**src/tcc_pkg.sv**
```systemverilog
// constants, register map and mode codes for the capture/compare timer
package tcc_pkg;

  localparam int unsigned DATA_W = 32;
  localparam int unsigned ADDR_W = 12;

  // register indices; the byte address is four times the index
  localparam logic [ADDR_W-1:0] IDX_COUNT_HIGH = 12'h000;
  localparam logic [ADDR_W-1:0] IDX_COUNT_LOW = 12'h001;
  localparam logic [ADDR_W-1:0] IDX_RELOAD_HIGH = 12'h002;
  localparam logic [ADDR_W-1:0] IDX_RELOAD_LOW = 12'h003;
  localparam logic [ADDR_W-1:0] IDX_CAPTURE_HIGH = 12'h004;
  localparam logic [ADDR_W-1:0] IDX_CAPTURE_LOW = 12'h005;
  localparam logic [ADDR_W-1:0] IDX_CONTROL_ONE = 12'h007;
  localparam logic [ADDR_W-1:0] IDX_STATUS = 12'h008;

  // control one field positions
  localparam int unsigned CTL_ENABLE_BIT = 7;
  localparam int unsigned CTL_POLARITY_BIT = 6;
  localparam int unsigned CTL_PRESCALE_HI = 5;
  localparam int unsigned CTL_PRESCALE_LO = 3;
  localparam int unsigned CTL_MODE_HI = 2;
  localparam int unsigned CTL_MODE_LO = 0;

  // values after reset, plus restart value, count step and prescale unit constants
  localparam logic [15:0] COUNT_RESET = 16'h0000;
  localparam logic [15:0] RELOAD_RESET = 16'hffff;
  localparam logic [15:0] CAPTURE_RESET = 16'h0000;
  localparam logic [7:0] CONTROL_RESET = 8'h00;
  localparam logic [15:0] COUNT_RESTART = 16'h0001;
  localparam logic [15:0] COUNT_STEP = 16'h0001;
  localparam logic [6:0] PRESCALE_ONE = 7'h01;

  typedef enum logic [2:0] {
    TCC_MODE_IDLE0   = 3'b000,
    TCC_MODE_IDLE1   = 3'b001,
    TCC_MODE_IDLE2   = 3'b010,
    TCC_MODE_IDLE3   = 3'b011,
    TCC_MODE_CAPTURE = 3'b100,
    TCC_MODE_COMPARE = 3'b101,
    TCC_MODE_GATED   = 3'b110,
    TCC_MODE_CAPCMP  = 3'b111
  } tcc_mode_t;

  // last prescale count, one less than the divide ratio of 2 to the power of the field
  function automatic logic [6:0] tccPrescaleLast(input logic [2:0] sel);
    tccPrescaleLast = 7'((PRESCALE_ONE << sel) - PRESCALE_ONE);
  endfunction

endpackage

```
**src/tcc_input_edge.sv**
```systemverilog
// timer input synchroniser with one-cycle edge events
`timescale 1ns/1ps
module tcc_input_edge (
  input wire logic ref_clk,
  input wire logic rst_n,
  input wire logic pinIn,
  output logic levelOut,
  output logic risePulse,
  output logic fallPulse
);

  logic syncA_q;
  logic syncB_q;
  logic prev_q;

  // first stage feeds only the second
  always_ff @(posedge ref_clk or negedge rst_n) begin
    if (!rst_n) begin
      syncA_q <= 1'b0;
      syncB_q <= 1'b0;
      prev_q <= 1'b0;
    end else begin
      syncA_q <= pinIn;
      syncB_q <= syncA_q;
      prev_q <= syncB_q;
    end
  end

  assign levelOut = syncB_q;
  assign risePulse = syncB_q & ~prev_q;
  assign fallPulse = ~syncB_q & prev_q;

endmodule // tcc_input_edge

```
**src/tcc_timer.sv**
```systemverilog
// capture, compare, gated and capture-then-compare timer with apb registers
`timescale 1ns/1ps
module tcc_timer
  import tcc_pkg::*;
(
  input wire logic ref_clk,
  input wire logic rst_n,
  input wire logic psel,
  input wire logic penable,
  input wire logic pwrite,
  input wire logic [ADDR_W-1:0] paddr,
  input wire logic [DATA_W-1:0] pwdata,
  output logic [DATA_W-1:0] prdata,
  output logic pready,
  output logic pslverr,
  input wire logic timerIn,
  output logic timerOut,
  output logic timerIrq
);

  logic [DATA_W-1:0] prdata_q;
  logic pready_q;
  logic pslverr_q;
  logic timerOut_q;
  logic timerIrq_q;
  logic [15:0] count_q;
  logic [15:0] count_d;
  logic [15:0] reload_q;
  logic [7:0] reloadTemp_q;
  logic [15:0] capture_q;
  logic [7:0] holdLow_q;
  logic [7:0] control_q;
  logic [6:0] prescale_q;
  logic started_q;
  logic lastIrq_q;

  logic inLevel;
  logic inRise;
  logic inFall;
  logic enabled;
  logic polarity;
  tcc_mode_t mode;
  logic tick;
  logic selEdge;
  logic gateActive;
  logic gateDrop;
  logic atReload;
  logic apbDone;
  logic apbWrite;
  logic apbRead;
  logic [ADDR_W-1:0] regIdx;
  logic mapped;
  logic captureNow;
  logic restartNow;
  logic toggleNow;
  logic irqNow;
  logic [7:0] wByte;

  tcc_input_edge u_edge (
    .ref_clk(ref_clk),
    .rst_n(rst_n),
    .pinIn(timerIn),
    .levelOut(inLevel),
    .risePulse(inRise),
    .fallPulse(inFall)
  );

  assign enabled = control_q[CTL_ENABLE_BIT];
  assign polarity = control_q[CTL_POLARITY_BIT];
  assign mode = tcc_mode_t'(control_q[CTL_MODE_HI:CTL_MODE_LO]);
  assign wByte = pwdata[7:0];

  // word-aligned index; low address bits ignored
  assign regIdx = {2'b00, paddr[ADDR_W-1:2]};
  assign apbDone = psel & penable & pready_q;
  assign apbWrite = apbDone & pwrite;
  // read sampling edge; while enabled, low byte held at the same instant as the high byte
  assign apbRead = psel & penable & ~pready_q & ~pwrite;

  function automatic logic isMapped(input logic [ADDR_W-1:0] idx);
    isMapped = (idx == IDX_COUNT_HIGH) || (idx == IDX_COUNT_LOW) ||
               (idx == IDX_RELOAD_HIGH) || (idx == IDX_RELOAD_LOW) ||
               (idx == IDX_CAPTURE_HIGH) || (idx == IDX_CAPTURE_LOW) ||
               (idx == IDX_CONTROL_ONE) || (idx == IDX_STATUS);
  endfunction

  assign mapped = isMapped(regIdx);

  assign selEdge = polarity ? inFall : inRise;
  assign gateActive = inLevel ^ polarity;
  assign gateDrop = polarity ? inRise : inFall;

  assign tick = enabled && (prescale_q ==
    tccPrescaleLast(control_q[CTL_PRESCALE_HI:CTL_PRESCALE_LO]));
  assign atReload = (count_q == reload_q);

  always_ff @(posedge ref_clk or negedge rst_n) begin
    if (!rst_n) begin
      prescale_q <= 7'h00;
    end else if (!enabled || tick) begin
      prescale_q <= 7'h00;
    end else begin
      prescale_q <= 7'(prescale_q + PRESCALE_ONE);
    end
  end

  always_ff @(posedge ref_clk or negedge rst_n) begin
    if (!rst_n) begin
      started_q <= 1'b0;
    end else if (!enabled || mode != TCC_MODE_CAPCMP) begin
      started_q <= 1'b0;
    end else if (selEdge) begin
      started_q <= 1'b1;
    end
  end

  // per-mode event decode
  always_comb begin
    captureNow = 1'b0;
    restartNow = 1'b0;
    toggleNow = 1'b0;
    irqNow = 1'b0;
    count_d = count_q;
    if (enabled) begin
      unique case (mode)
        TCC_MODE_CAPTURE: begin
          if (selEdge) begin
            captureNow = 1'b1;
            irqNow = 1'b1;
          end
          if (tick && atReload) begin
            irqNow = 1'b1;
            toggleNow = 1'b1;
          end
          if (tick) begin
            count_d = 16'(count_q + COUNT_STEP);
          end
        end
        TCC_MODE_COMPARE: begin
          if (tick && atReload) begin
            irqNow = 1'b1;
            toggleNow = 1'b1;
          end
          if (tick) begin
            count_d = 16'(count_q + COUNT_STEP);
          end
        end
        TCC_MODE_GATED: begin
          if (gateDrop) begin
            irqNow = 1'b1;
          end
          if (tick && gateActive) begin
            if (atReload) begin
              irqNow = 1'b1;
              count_d = COUNT_RESTART;
              toggleNow = 1'b1;
            end else begin
              count_d = 16'(count_q + COUNT_STEP);
            end
          end
        end
        TCC_MODE_CAPCMP: begin
          if (started_q && selEdge) begin
            captureNow = 1'b1;
            irqNow = 1'b1;
            restartNow = 1'b1;
            toggleNow = 1'b1;
          end else if (started_q && tick && atReload) begin
            irqNow = 1'b1;
            restartNow = 1'b1;
            toggleNow = 1'b1;
          end else if (started_q && tick) begin
            count_d = 16'(count_q + COUNT_STEP);
          end
          if (restartNow) begin
            count_d = COUNT_RESTART;
          end
        end
        default: begin
          // remaining idle mode codes raise no events; hold the count
          count_d = count_q;
        end
      endcase
    end
  end

  always_ff @(posedge ref_clk or negedge rst_n) begin
    if (!rst_n) begin
      count_q <= COUNT_RESET;
    end else if (apbWrite && regIdx == IDX_COUNT_HIGH) begin
      count_q <= {wByte, count_d[7:0]};
    end else if (apbWrite && regIdx == IDX_COUNT_LOW) begin
      count_q <= {count_d[15:8], wByte};
    end else begin
      count_q <= count_d;
    end
  end

  always_ff @(posedge ref_clk or negedge rst_n) begin
    if (!rst_n) begin
      reloadTemp_q <= RELOAD_RESET[15:8];
      reload_q <= RELOAD_RESET;
    end else if (apbWrite && regIdx == IDX_RELOAD_HIGH) begin
      reloadTemp_q <= wByte;
    end else if (apbWrite && regIdx == IDX_RELOAD_LOW) begin
      reload_q <= {reloadTemp_q, wByte};
    end
  end

  // hardware capture wins over a software write in the same cycle
  always_ff @(posedge ref_clk or negedge rst_n) begin
    if (!rst_n) begin
      capture_q <= CAPTURE_RESET;
    end else if (captureNow) begin
      capture_q <= count_q;
    end else if (apbWrite && regIdx == IDX_CAPTURE_HIGH) begin
      capture_q <= {wByte, capture_q[7:0]};
    end else if (apbWrite && regIdx == IDX_CAPTURE_LOW) begin
      capture_q <= {capture_q[15:8], wByte};
    end
  end

  always_ff @(posedge ref_clk or negedge rst_n) begin
    if (!rst_n) begin
      control_q <= CONTROL_RESET;
    end else if (apbWrite && regIdx == IDX_CONTROL_ONE) begin
      control_q <= wByte;
    end
  end

  always_ff @(posedge ref_clk or negedge rst_n) begin
    if (!rst_n) begin
      holdLow_q <= 8'h00;
    end else if (enabled && apbRead && regIdx == IDX_COUNT_HIGH) begin
      holdLow_q <= count_q[7:0];
    end
  end

  // disabled output follows polarity
  always_ff @(posedge ref_clk or negedge rst_n) begin
    if (!rst_n) begin
      timerOut_q <= 1'b0;
    end else if (!enabled) begin
      timerOut_q <= polarity;
    end else if (toggleNow) begin
      timerOut_q <= ~timerOut_q;
    end
  end

  // one-cycle interrupt request
  always_ff @(posedge ref_clk or negedge rst_n) begin
    if (!rst_n) begin
      timerIrq_q <= 1'b0;
      lastIrq_q <= 1'b0;
    end else begin
      timerIrq_q <= irqNow;
      if (irqNow) begin
        lastIrq_q <= captureNow;
      end
    end
  end

  // one wait state keeps prdata registered
  always_ff @(posedge ref_clk or negedge rst_n) begin
    if (!rst_n) begin
      pready_q <= 1'b0;
      pslverr_q <= 1'b0;
    end else if (psel && penable && !pready_q) begin
      pready_q <= 1'b1;
      pslverr_q <= ~mapped;
    end else begin
      pready_q <= 1'b0;
      pslverr_q <= 1'b0;
    end
  end

  always_ff @(posedge ref_clk or negedge rst_n) begin
    if (!rst_n) begin
      prdata_q <= '0;
    end else if (psel && penable && !pready_q && !pwrite) begin
      prdata_q <= '0;
      unique case (regIdx)
        IDX_COUNT_HIGH: prdata_q[7:0] <= count_q[15:8];
        IDX_COUNT_LOW: prdata_q[7:0] <= enabled ? holdLow_q : count_q[7:0];
        IDX_RELOAD_HIGH: prdata_q[7:0] <= reload_q[15:8];
        IDX_RELOAD_LOW: prdata_q[7:0] <= reload_q[7:0];
        IDX_CAPTURE_HIGH: prdata_q[7:0] <= capture_q[15:8];
        IDX_CAPTURE_LOW: prdata_q[7:0] <= capture_q[7:0];
        IDX_CONTROL_ONE: prdata_q[7:0] <= control_q;
        IDX_STATUS: prdata_q[3:0] <= {lastIrq_q, started_q, gateActive, inLevel};
        default: prdata_q <= '0;
      endcase
    end
  end

  assign prdata = prdata_q;
  assign pready = pready_q;
  assign pslverr = pslverr_q;
  assign timerOut = timerOut_q;
  assign timerIrq = timerIrq_q;

endmodule // tcc_timer

```
**config.mk**
```make
export PLATFORM = sky130hd
export DESIGN_NAME = tcc_timer
export DESIGN_NICKNAME = d
export VERILOG_FILES = /design/src/tcc_pkg.sv /design/src/tcc_input_edge.sv /design/src/tcc_timer.sv
export SDC_FILE = /design/constraint.sdc
export NUM_CORES = 1
export LEC_CHECK = 0
export BUFFER_PORTS_ARGS = -buffer_cell sky130_fd_sc_hd__buf_2
export CORE_MARGIN = 8
export CORE_UTILIZATION = 50
export CTS_BUF_LIST = sky130_fd_sc_hd__clkbuf_4 sky130_fd_sc_hd__clkbuf_8
export CTS_CLUSTER_DIAMETER = 150
export DETAILED_ROUTE_END_ITERATION = 12
export PLACE_DENSITY = 0.69
export SETUP_SLACK_MARGIN = 0.5
export SLEW_MARGIN = 20
export SYNTH_ARGS = -nofsm -noshare
export SYNTH_HDL_FRONTEND = slang
export SYNTH_HIERARCHICAL = 1
export SYNTH_SLANG_ARGS = --single-unit
export TNS_END_PERCENT = 5
```
**constraint.sdc**
```tcl
create_clock -name ref_clk -period 8.3 [get_ports ref_clk]
set_input_delay 0 -clock ref_clk [delete_from_list [all_inputs] [get_ports ref_clk]]
set_output_delay 0 -clock ref_clk [all_outputs]
set_load 0.02 [all_outputs]
```
# Yosys cells after proc, flatten, opt, wreduce, memory -nomap -nowiden
# Cells that the tools add are included.
# classes
add_sub_neg,3
eq_ne,16
mux,45
bitwise,15
n_shift,1
n_reduce_logical,37
# op_table
operator,n
two-way mux 16 bit,11
one-hot mux 16 bit (3 select lines),1
one-hot mux 4 bit (8 select lines),1
equality test 10 x 3 -> 1 bit (second input constant),3
one-hot mux 4 bit (7 select lines),1
two-way mux 1 bit,24
two-way mux 8 bit,3
equality test 10 x 2 -> 1 bit (second input constant),2
logical AND 1 bit,18
adder 16 x 1 -> 16 bit (second input constant),1
equality test 16 bit,1
equality test 3 bit (second input constant),4
zero test 12 bit,1
equality test 10 x 1 -> 1 bit (second input constant),1
equality test 10 x 4 -> 1 bit (second input constant),1
logical OR 1 bit,9
adder 7 x 1 -> 7 bit (second input constant),1
bitwise AND 1 bit,7
equality test 7 bit,1
two-way mux 7 bit,1
NOT 1 bit,7
left shift 1 x 3 -> 7 bit (first input constant),1
subtractor 7 x 1 -> 7 bit (second input constant),1
nonzero test 2 bit,3
other kinds (10),13
# totals
ff_bits,96
out_inout_bits,36
in_bits,50
word_cells,135

# Logic depth before layout (Yosys ltp)
# logic_depth
word_depth,15
mapped_depth,13
depth_no_buf,10

# Modules after synthesis
# Netlist, hierarchy kept.
# by_module_without_submodules
mod,seq_area_each_um2,n_inst,area_each_um2,cells_each
tcc_timer,2357.3,1,5670.4,617
tcc_input_edge,75.1,1,90.1,5

# Worst setup path after synthesis
# No wires, ideal clock.
# synth_timing
path_kind,register to register
startpoint,reg control_q[5]
endpoint,reg count_q[2]
setup_ps,127
n_path_buf,3
period_less_slack_ps,3062
path_slack_ps,5238
required_ps,8173
arrival_ps,2935
stages_incl_launch_ff,13
path_cell_list,dfrtp_1 clkbuf_1 or3_1 ha_1 buf_4 xnor2_1 or4_4 a2111oi_0 and3_1 o21ai_2 buf_2 a22oi_1 a21oi_1
# synth_between
elab_chain_len,15
word_cells_on_any_way,21
classes_between,1 x add/sub; 1 x eq/ne; 1 x shift; 14 x mux; 4 x reduce/logical
# synth_rtl
element,line,source
from (decl),tcc_timer.sv:32,logic [7:0] control_q;
from (signal assigned),tcc_timer.sv:227,control_q <= wByte;
left shift 1 x 3 -> 7 bit (*),tcc_pkg.sv:47,tccPrescaleLast = 7'((PRESCALE_ONE << sel) - PRESCALE_ONE);
subtractor 7 x 1 -> 7 bit (*),tcc_pkg.sv:47,
equality test 7 bit (*),tcc_timer.sv:93,assign tick = enabled && (prescale_q ==
logical AND 1 bit (*),tcc_timer.sv:93,
logical AND 1 bit,"tcc_timer.sv:168, tcc_timer.sv:172",
logical AND 1 bit,tcc_timer.sv:168,end else if (started_q && tick && atReload) begin
two-way mux 1 bit,tcc_timer.sv:168,
two-way mux 1 bit,tcc_timer.sv:163,if (started_q && selEdge) begin
two-way mux 1 bit,tcc_timer.sv:125,unique case (mode)
two-way mux 1 bit,tcc_timer.sv:124,if (enabled) begin
two-way mux 16 bit,tcc_timer.sv:175,if (restartNow) begin
one-hot mux 16 bit (3 select lines) (*),tcc_timer.sv:125,
two-way mux 16 bit (*),tcc_timer.sv:124,
two-way mux 8 bit,tcc_timer.sv:192,end else if (apbWrite && regIdx == IDX_COUNT_LOW) begin
two-way mux 16 bit (*),tcc_timer.sv:190,end else if (apbWrite && regIdx == IDX_COUNT_HIGH) begin
to (signal assigned),tcc_timer.sv:191,"count_q <= {wByte, count_d[7:0]};"
to (signal assigned),tcc_timer.sv:193,"count_q <= {count_d[15:8], wByte};"
to (signal assigned),tcc_timer.sv:195,count_q <= count_d;
to (decl),tcc_timer.sv:26,logic [15:0] count_q;
# Mark *: on every way between the ends. The rest lies on a longest branch, timed or not. The select of a mux whose other input is x is not followed.
# A chain may end at the register's enable or synchronous reset.

# Final worst setup path
# layout_timing
startpoint,reg control_q[5]
endpoint,reg count_q[9]
# layout_between
elab_chain_len,14
word_cells_on_any_way,20
classes_between,1 x add/sub; 1 x eq/ne; 1 x shift; 13 x mux; 4 x reduce/logical
# layout_rtl
element,line
left shift 1 x 3 -> 7 bit (*),tcc_pkg.sv:47
subtractor 7 x 1 -> 7 bit (*),tcc_pkg.sv:47
equality test 7 bit (*),tcc_timer.sv:93
logical AND 1 bit (*),tcc_timer.sv:93
logical AND 1 bit,"tcc_timer.sv:168, tcc_timer.sv:172"
logical AND 1 bit,tcc_timer.sv:168
two-way mux 1 bit,tcc_timer.sv:168
two-way mux 1 bit,tcc_timer.sv:163
two-way mux 1 bit,tcc_timer.sv:125
two-way mux 1 bit,tcc_timer.sv:124
two-way mux 16 bit,tcc_timer.sv:175
one-hot mux 16 bit (3 select lines) (*),tcc_timer.sv:125
two-way mux 16 bit (*),tcc_timer.sv:124
two-way mux 16 bit (*),tcc_timer.sv:190
# Marks and branches as above.

==> summary.md <==
| Metric | Value |
|---|---|
| Total GRT Usage | `0.206` |
| Die extent in y | `123 um` |
| Post-synth top cells | `dfrtp_1, nor2_1, nand2_1` |
| Post-synth ARST share | `1.00` |
| Worst-Skew Late Latency | `0.38 ns` |
| Placer Congestion | `0.932` |
| Die area | `15200 sq um` |
| Nets | `694` |
| CTS buffer count | `9` |
| Worst Skew | `0.0104 ns` |
| #FFs+latches synth | `96` |
| Post-synth EDFFs | `0` |
| Vias in the first global route | `4588` |
| Initial Util | `0.509` |
| WS Path Type | `reg2reg` |
| Unique masters post-synth | `62` |
| Ports | `86` |
| # rows | `39` |
| WL met1 | `6320 um` |
| Relative slew slack | `0.426` |
| Metal2 WL | `7420 um` |
| Worst-path clk slew | `0.10 ns` |
| Most common cell in the netlist | `dfrtp_1` |
| Main synth FF type | `dfrtp_1` |
| Layout cells sized above 1 | `0.206` |
| Slew Limit Fails | `0` |
| Max Fclk | `267 MHz` |
| Die Span X | `123 um` |
| PortBufs | `35` |
| Synth Area per Inst | `9.26 sq um` |
| Max clock buf depth | `2` |
| CTS root buffer | `clkbuf_8` |
| Core box area | `11300 sq um` |
| Critical Path AT | `4.04 ns` |
| Worst setup SP type | `flip-flop` |
| Leakage | `2.84 nW` |
| Pre-antenna DRT Iters | `5` |
| Top cell type's share of synthesized area | `0.313` |
| Reg2reg path depth | `9` |
| Post-Syn Area | `5760 sq um` |
| Crit-path max FO | `15` |
| Final TNS setup | `0 ns` |
| Via Count | `4728` |
| First-pass GRT wire length | `24500 um` |
| Register area share after synthesis | `0.422` |
| Detail Route Antenna Nets | `0` |
| Hold depth | `4` |
| Maxcap violations | `0` |
| Area delta synth->final | `8.10%` |
| Met3 wire length | `997 um` |
| Total power | `1.17 mW` |
| DR iter-0 viols | `578` |
| Count of final setup violators | `0` |
| Pwr/cell area | `187 nW/um^2` |
| Synth area leaders | `dfrtp_1, dfstp_2, mux2_2, mux2i_1, nor2_1` |
| Largest net degree at the start of global routing | `50` |
| Final core utilization | `0.550` |
| Cell taking the most area after synthesis | `dfrtp_1` |
| IR drop worst, VDD | `0.0921 mV` |
| Top layer in use | `met4` |
| Hold crit path type | `in2reg` |
| CTS tree | `built` |
| Run status | `finished, final reports clean` |
| Post-DP HPWL | `10700 um` |
| Post-layout min period | `3.74 ns` |
| Req. time, crit path | `8.59 ns` |
| Yosys warns | `6` |
| Diode count | `0` |
| Fin crit share | `0.451` |
| Number of H-tree levels | `3` |
| Synth Instances | `622` |
| Final Hold Viols | `0` |
| Antenna violations before repair | `0` |
| Worst Max-Slew Pin Slew | `0.858 ns` |
| Drt via density | `5.99` |
| CP Capture Type | `flip-flop` |
| Clk sinks | `96` |
| DRT Wirelength | `15100 um` |
| DRC | `0` |
| Unrepaired setup endpoints after global routing | `no` |
| Gr ovfl total | `0` |
| Wire per inst | `19.1 um` |
-- area by class of cell --
| type | instances | area [sq um] |
|---|---|---|
| fillers | 1029 | 5090 |
| multi-input cells | 474 | 3020 |
| flip-flops and latches | 96 | 2430 |
| repair buffers | 52 | 338 |
| well taps | 143 | 179 |
| clock buffers | 9 | 124 |
| clock inverters | 7 | 100 |
| inverters | 8 | 30.0 |
-- power breakdown --
part / internal [mW] / leakage [nW] / total [mW] / switching [mW]
Clock: 0.174 / 0.115 / 0.352 / 0.179
Sequential: 0.496 / 1.13 / 0.558 / 0.0624
Combinational: 0.0948 / 1.60 / 0.256 / 0.161
-- worst max-delay path: stages, from the launching register on --
cell	delay [ns]
dfrtp_1	0.55
or3_1	0.41
ha_1	0.31
xnor2_1	0.18
or4_4	0.50
a211oi_2	0.29
nand4_2	0.41
nor2_2	0.63
nand3b_1	0.17
a31oi_1	0.20
-- cells in the final DEF, fill, tap and decap left out, types with 12 or more instances in the layout --
master	netlist	layout
a31oi_1	13	13
dlygate4sd3_1	0	13
nor3_1	17	17
xor2_1	20	20
mux2_2	43	43
nor2_1	68	68
conb_1	1	24
buf_2	6	34
dfstp_2	24	24
mux2i_1	32	32
nand2_1	50	50
dfrtp_1	72	72
a21oi_1	40	40
and3_1	12	12
nand3_1	17	17
o21ai_0	26	26
-- stage by stage --
step	cell area, sq um	setup WS [ns]	hold WS (ns)	instances
finish	6230	4.56	0.0117	789
global route	6230	4.38	0.0144	789
CTS	6230	4.60	0.000663	789
detailed placement	5870	4.64	0.0485	760
global placement	5870	4.73	0.0442	760
floorplan	5850	5.24	-0.296	645
-- final timing paths --
kind	slack (ns)	startpoint	endpoint
min in group asynchronous	0.16	rst_n	timerIrq
min	0.01	paddr[10]	pslverr
max	4.56	control_q[5]	count_q[9]
min reg2reg	0.36	u_edge/syncA_q	u_edge/levelOut
max in group asynchronous	7.09	rst_n	capture_q[13]
max reg2reg	4.56	control_q[5]	count_q[9]
-- repair_timing --
item                                   CTS  global route
hold buffers                            13             0
gates resized for setup                  0             0
setup buffers                            0             0
endpoints found under the hold margin   57             0
-- logic make-up (layout without fill, tap and decap cells) --
kind of cell / Yosys count / in the layout / synth area share
other cells: 1 / 24 / 0.000651
compound gates: 126 / 126 / 0.132
buf+inv: 75 / 76 / 0.0678
flops: 96 / 96 / 0.422
xor+xnor: 27 / 27 / 0.0411
mux: 75 / 75 / 0.140
simple gates: 219 / 219 / 0.190
fa+ha+maj: 3 / 3 / 0.00652
-- per-layer routing --
layer / vias up / GRT usage
met2: 189 / 0.334
li1: 2192 / -
met5: - / 0
met1: 2322 / 0.269
met4: 0 / 0.0956
met3: 25 / 0.0283
-- sequential cells by signal (all words and copies together), names as in the netlist --
signal	flops
capture_q	16
control_q	8
count_q	16
holdLow_q	8
lastIrq_q	1
prdata	8
pready	1
prescale_q	7
pslverr	1
reloadTemp_q	8
reload_q	16
started_q	1
timerIrq	1
timerOut	1
u_edge/levelOut	1
u_edge/prev_q	1
u_edge/syncA_q	1
No activity file was read; power rests on OpenSTA's default activity.
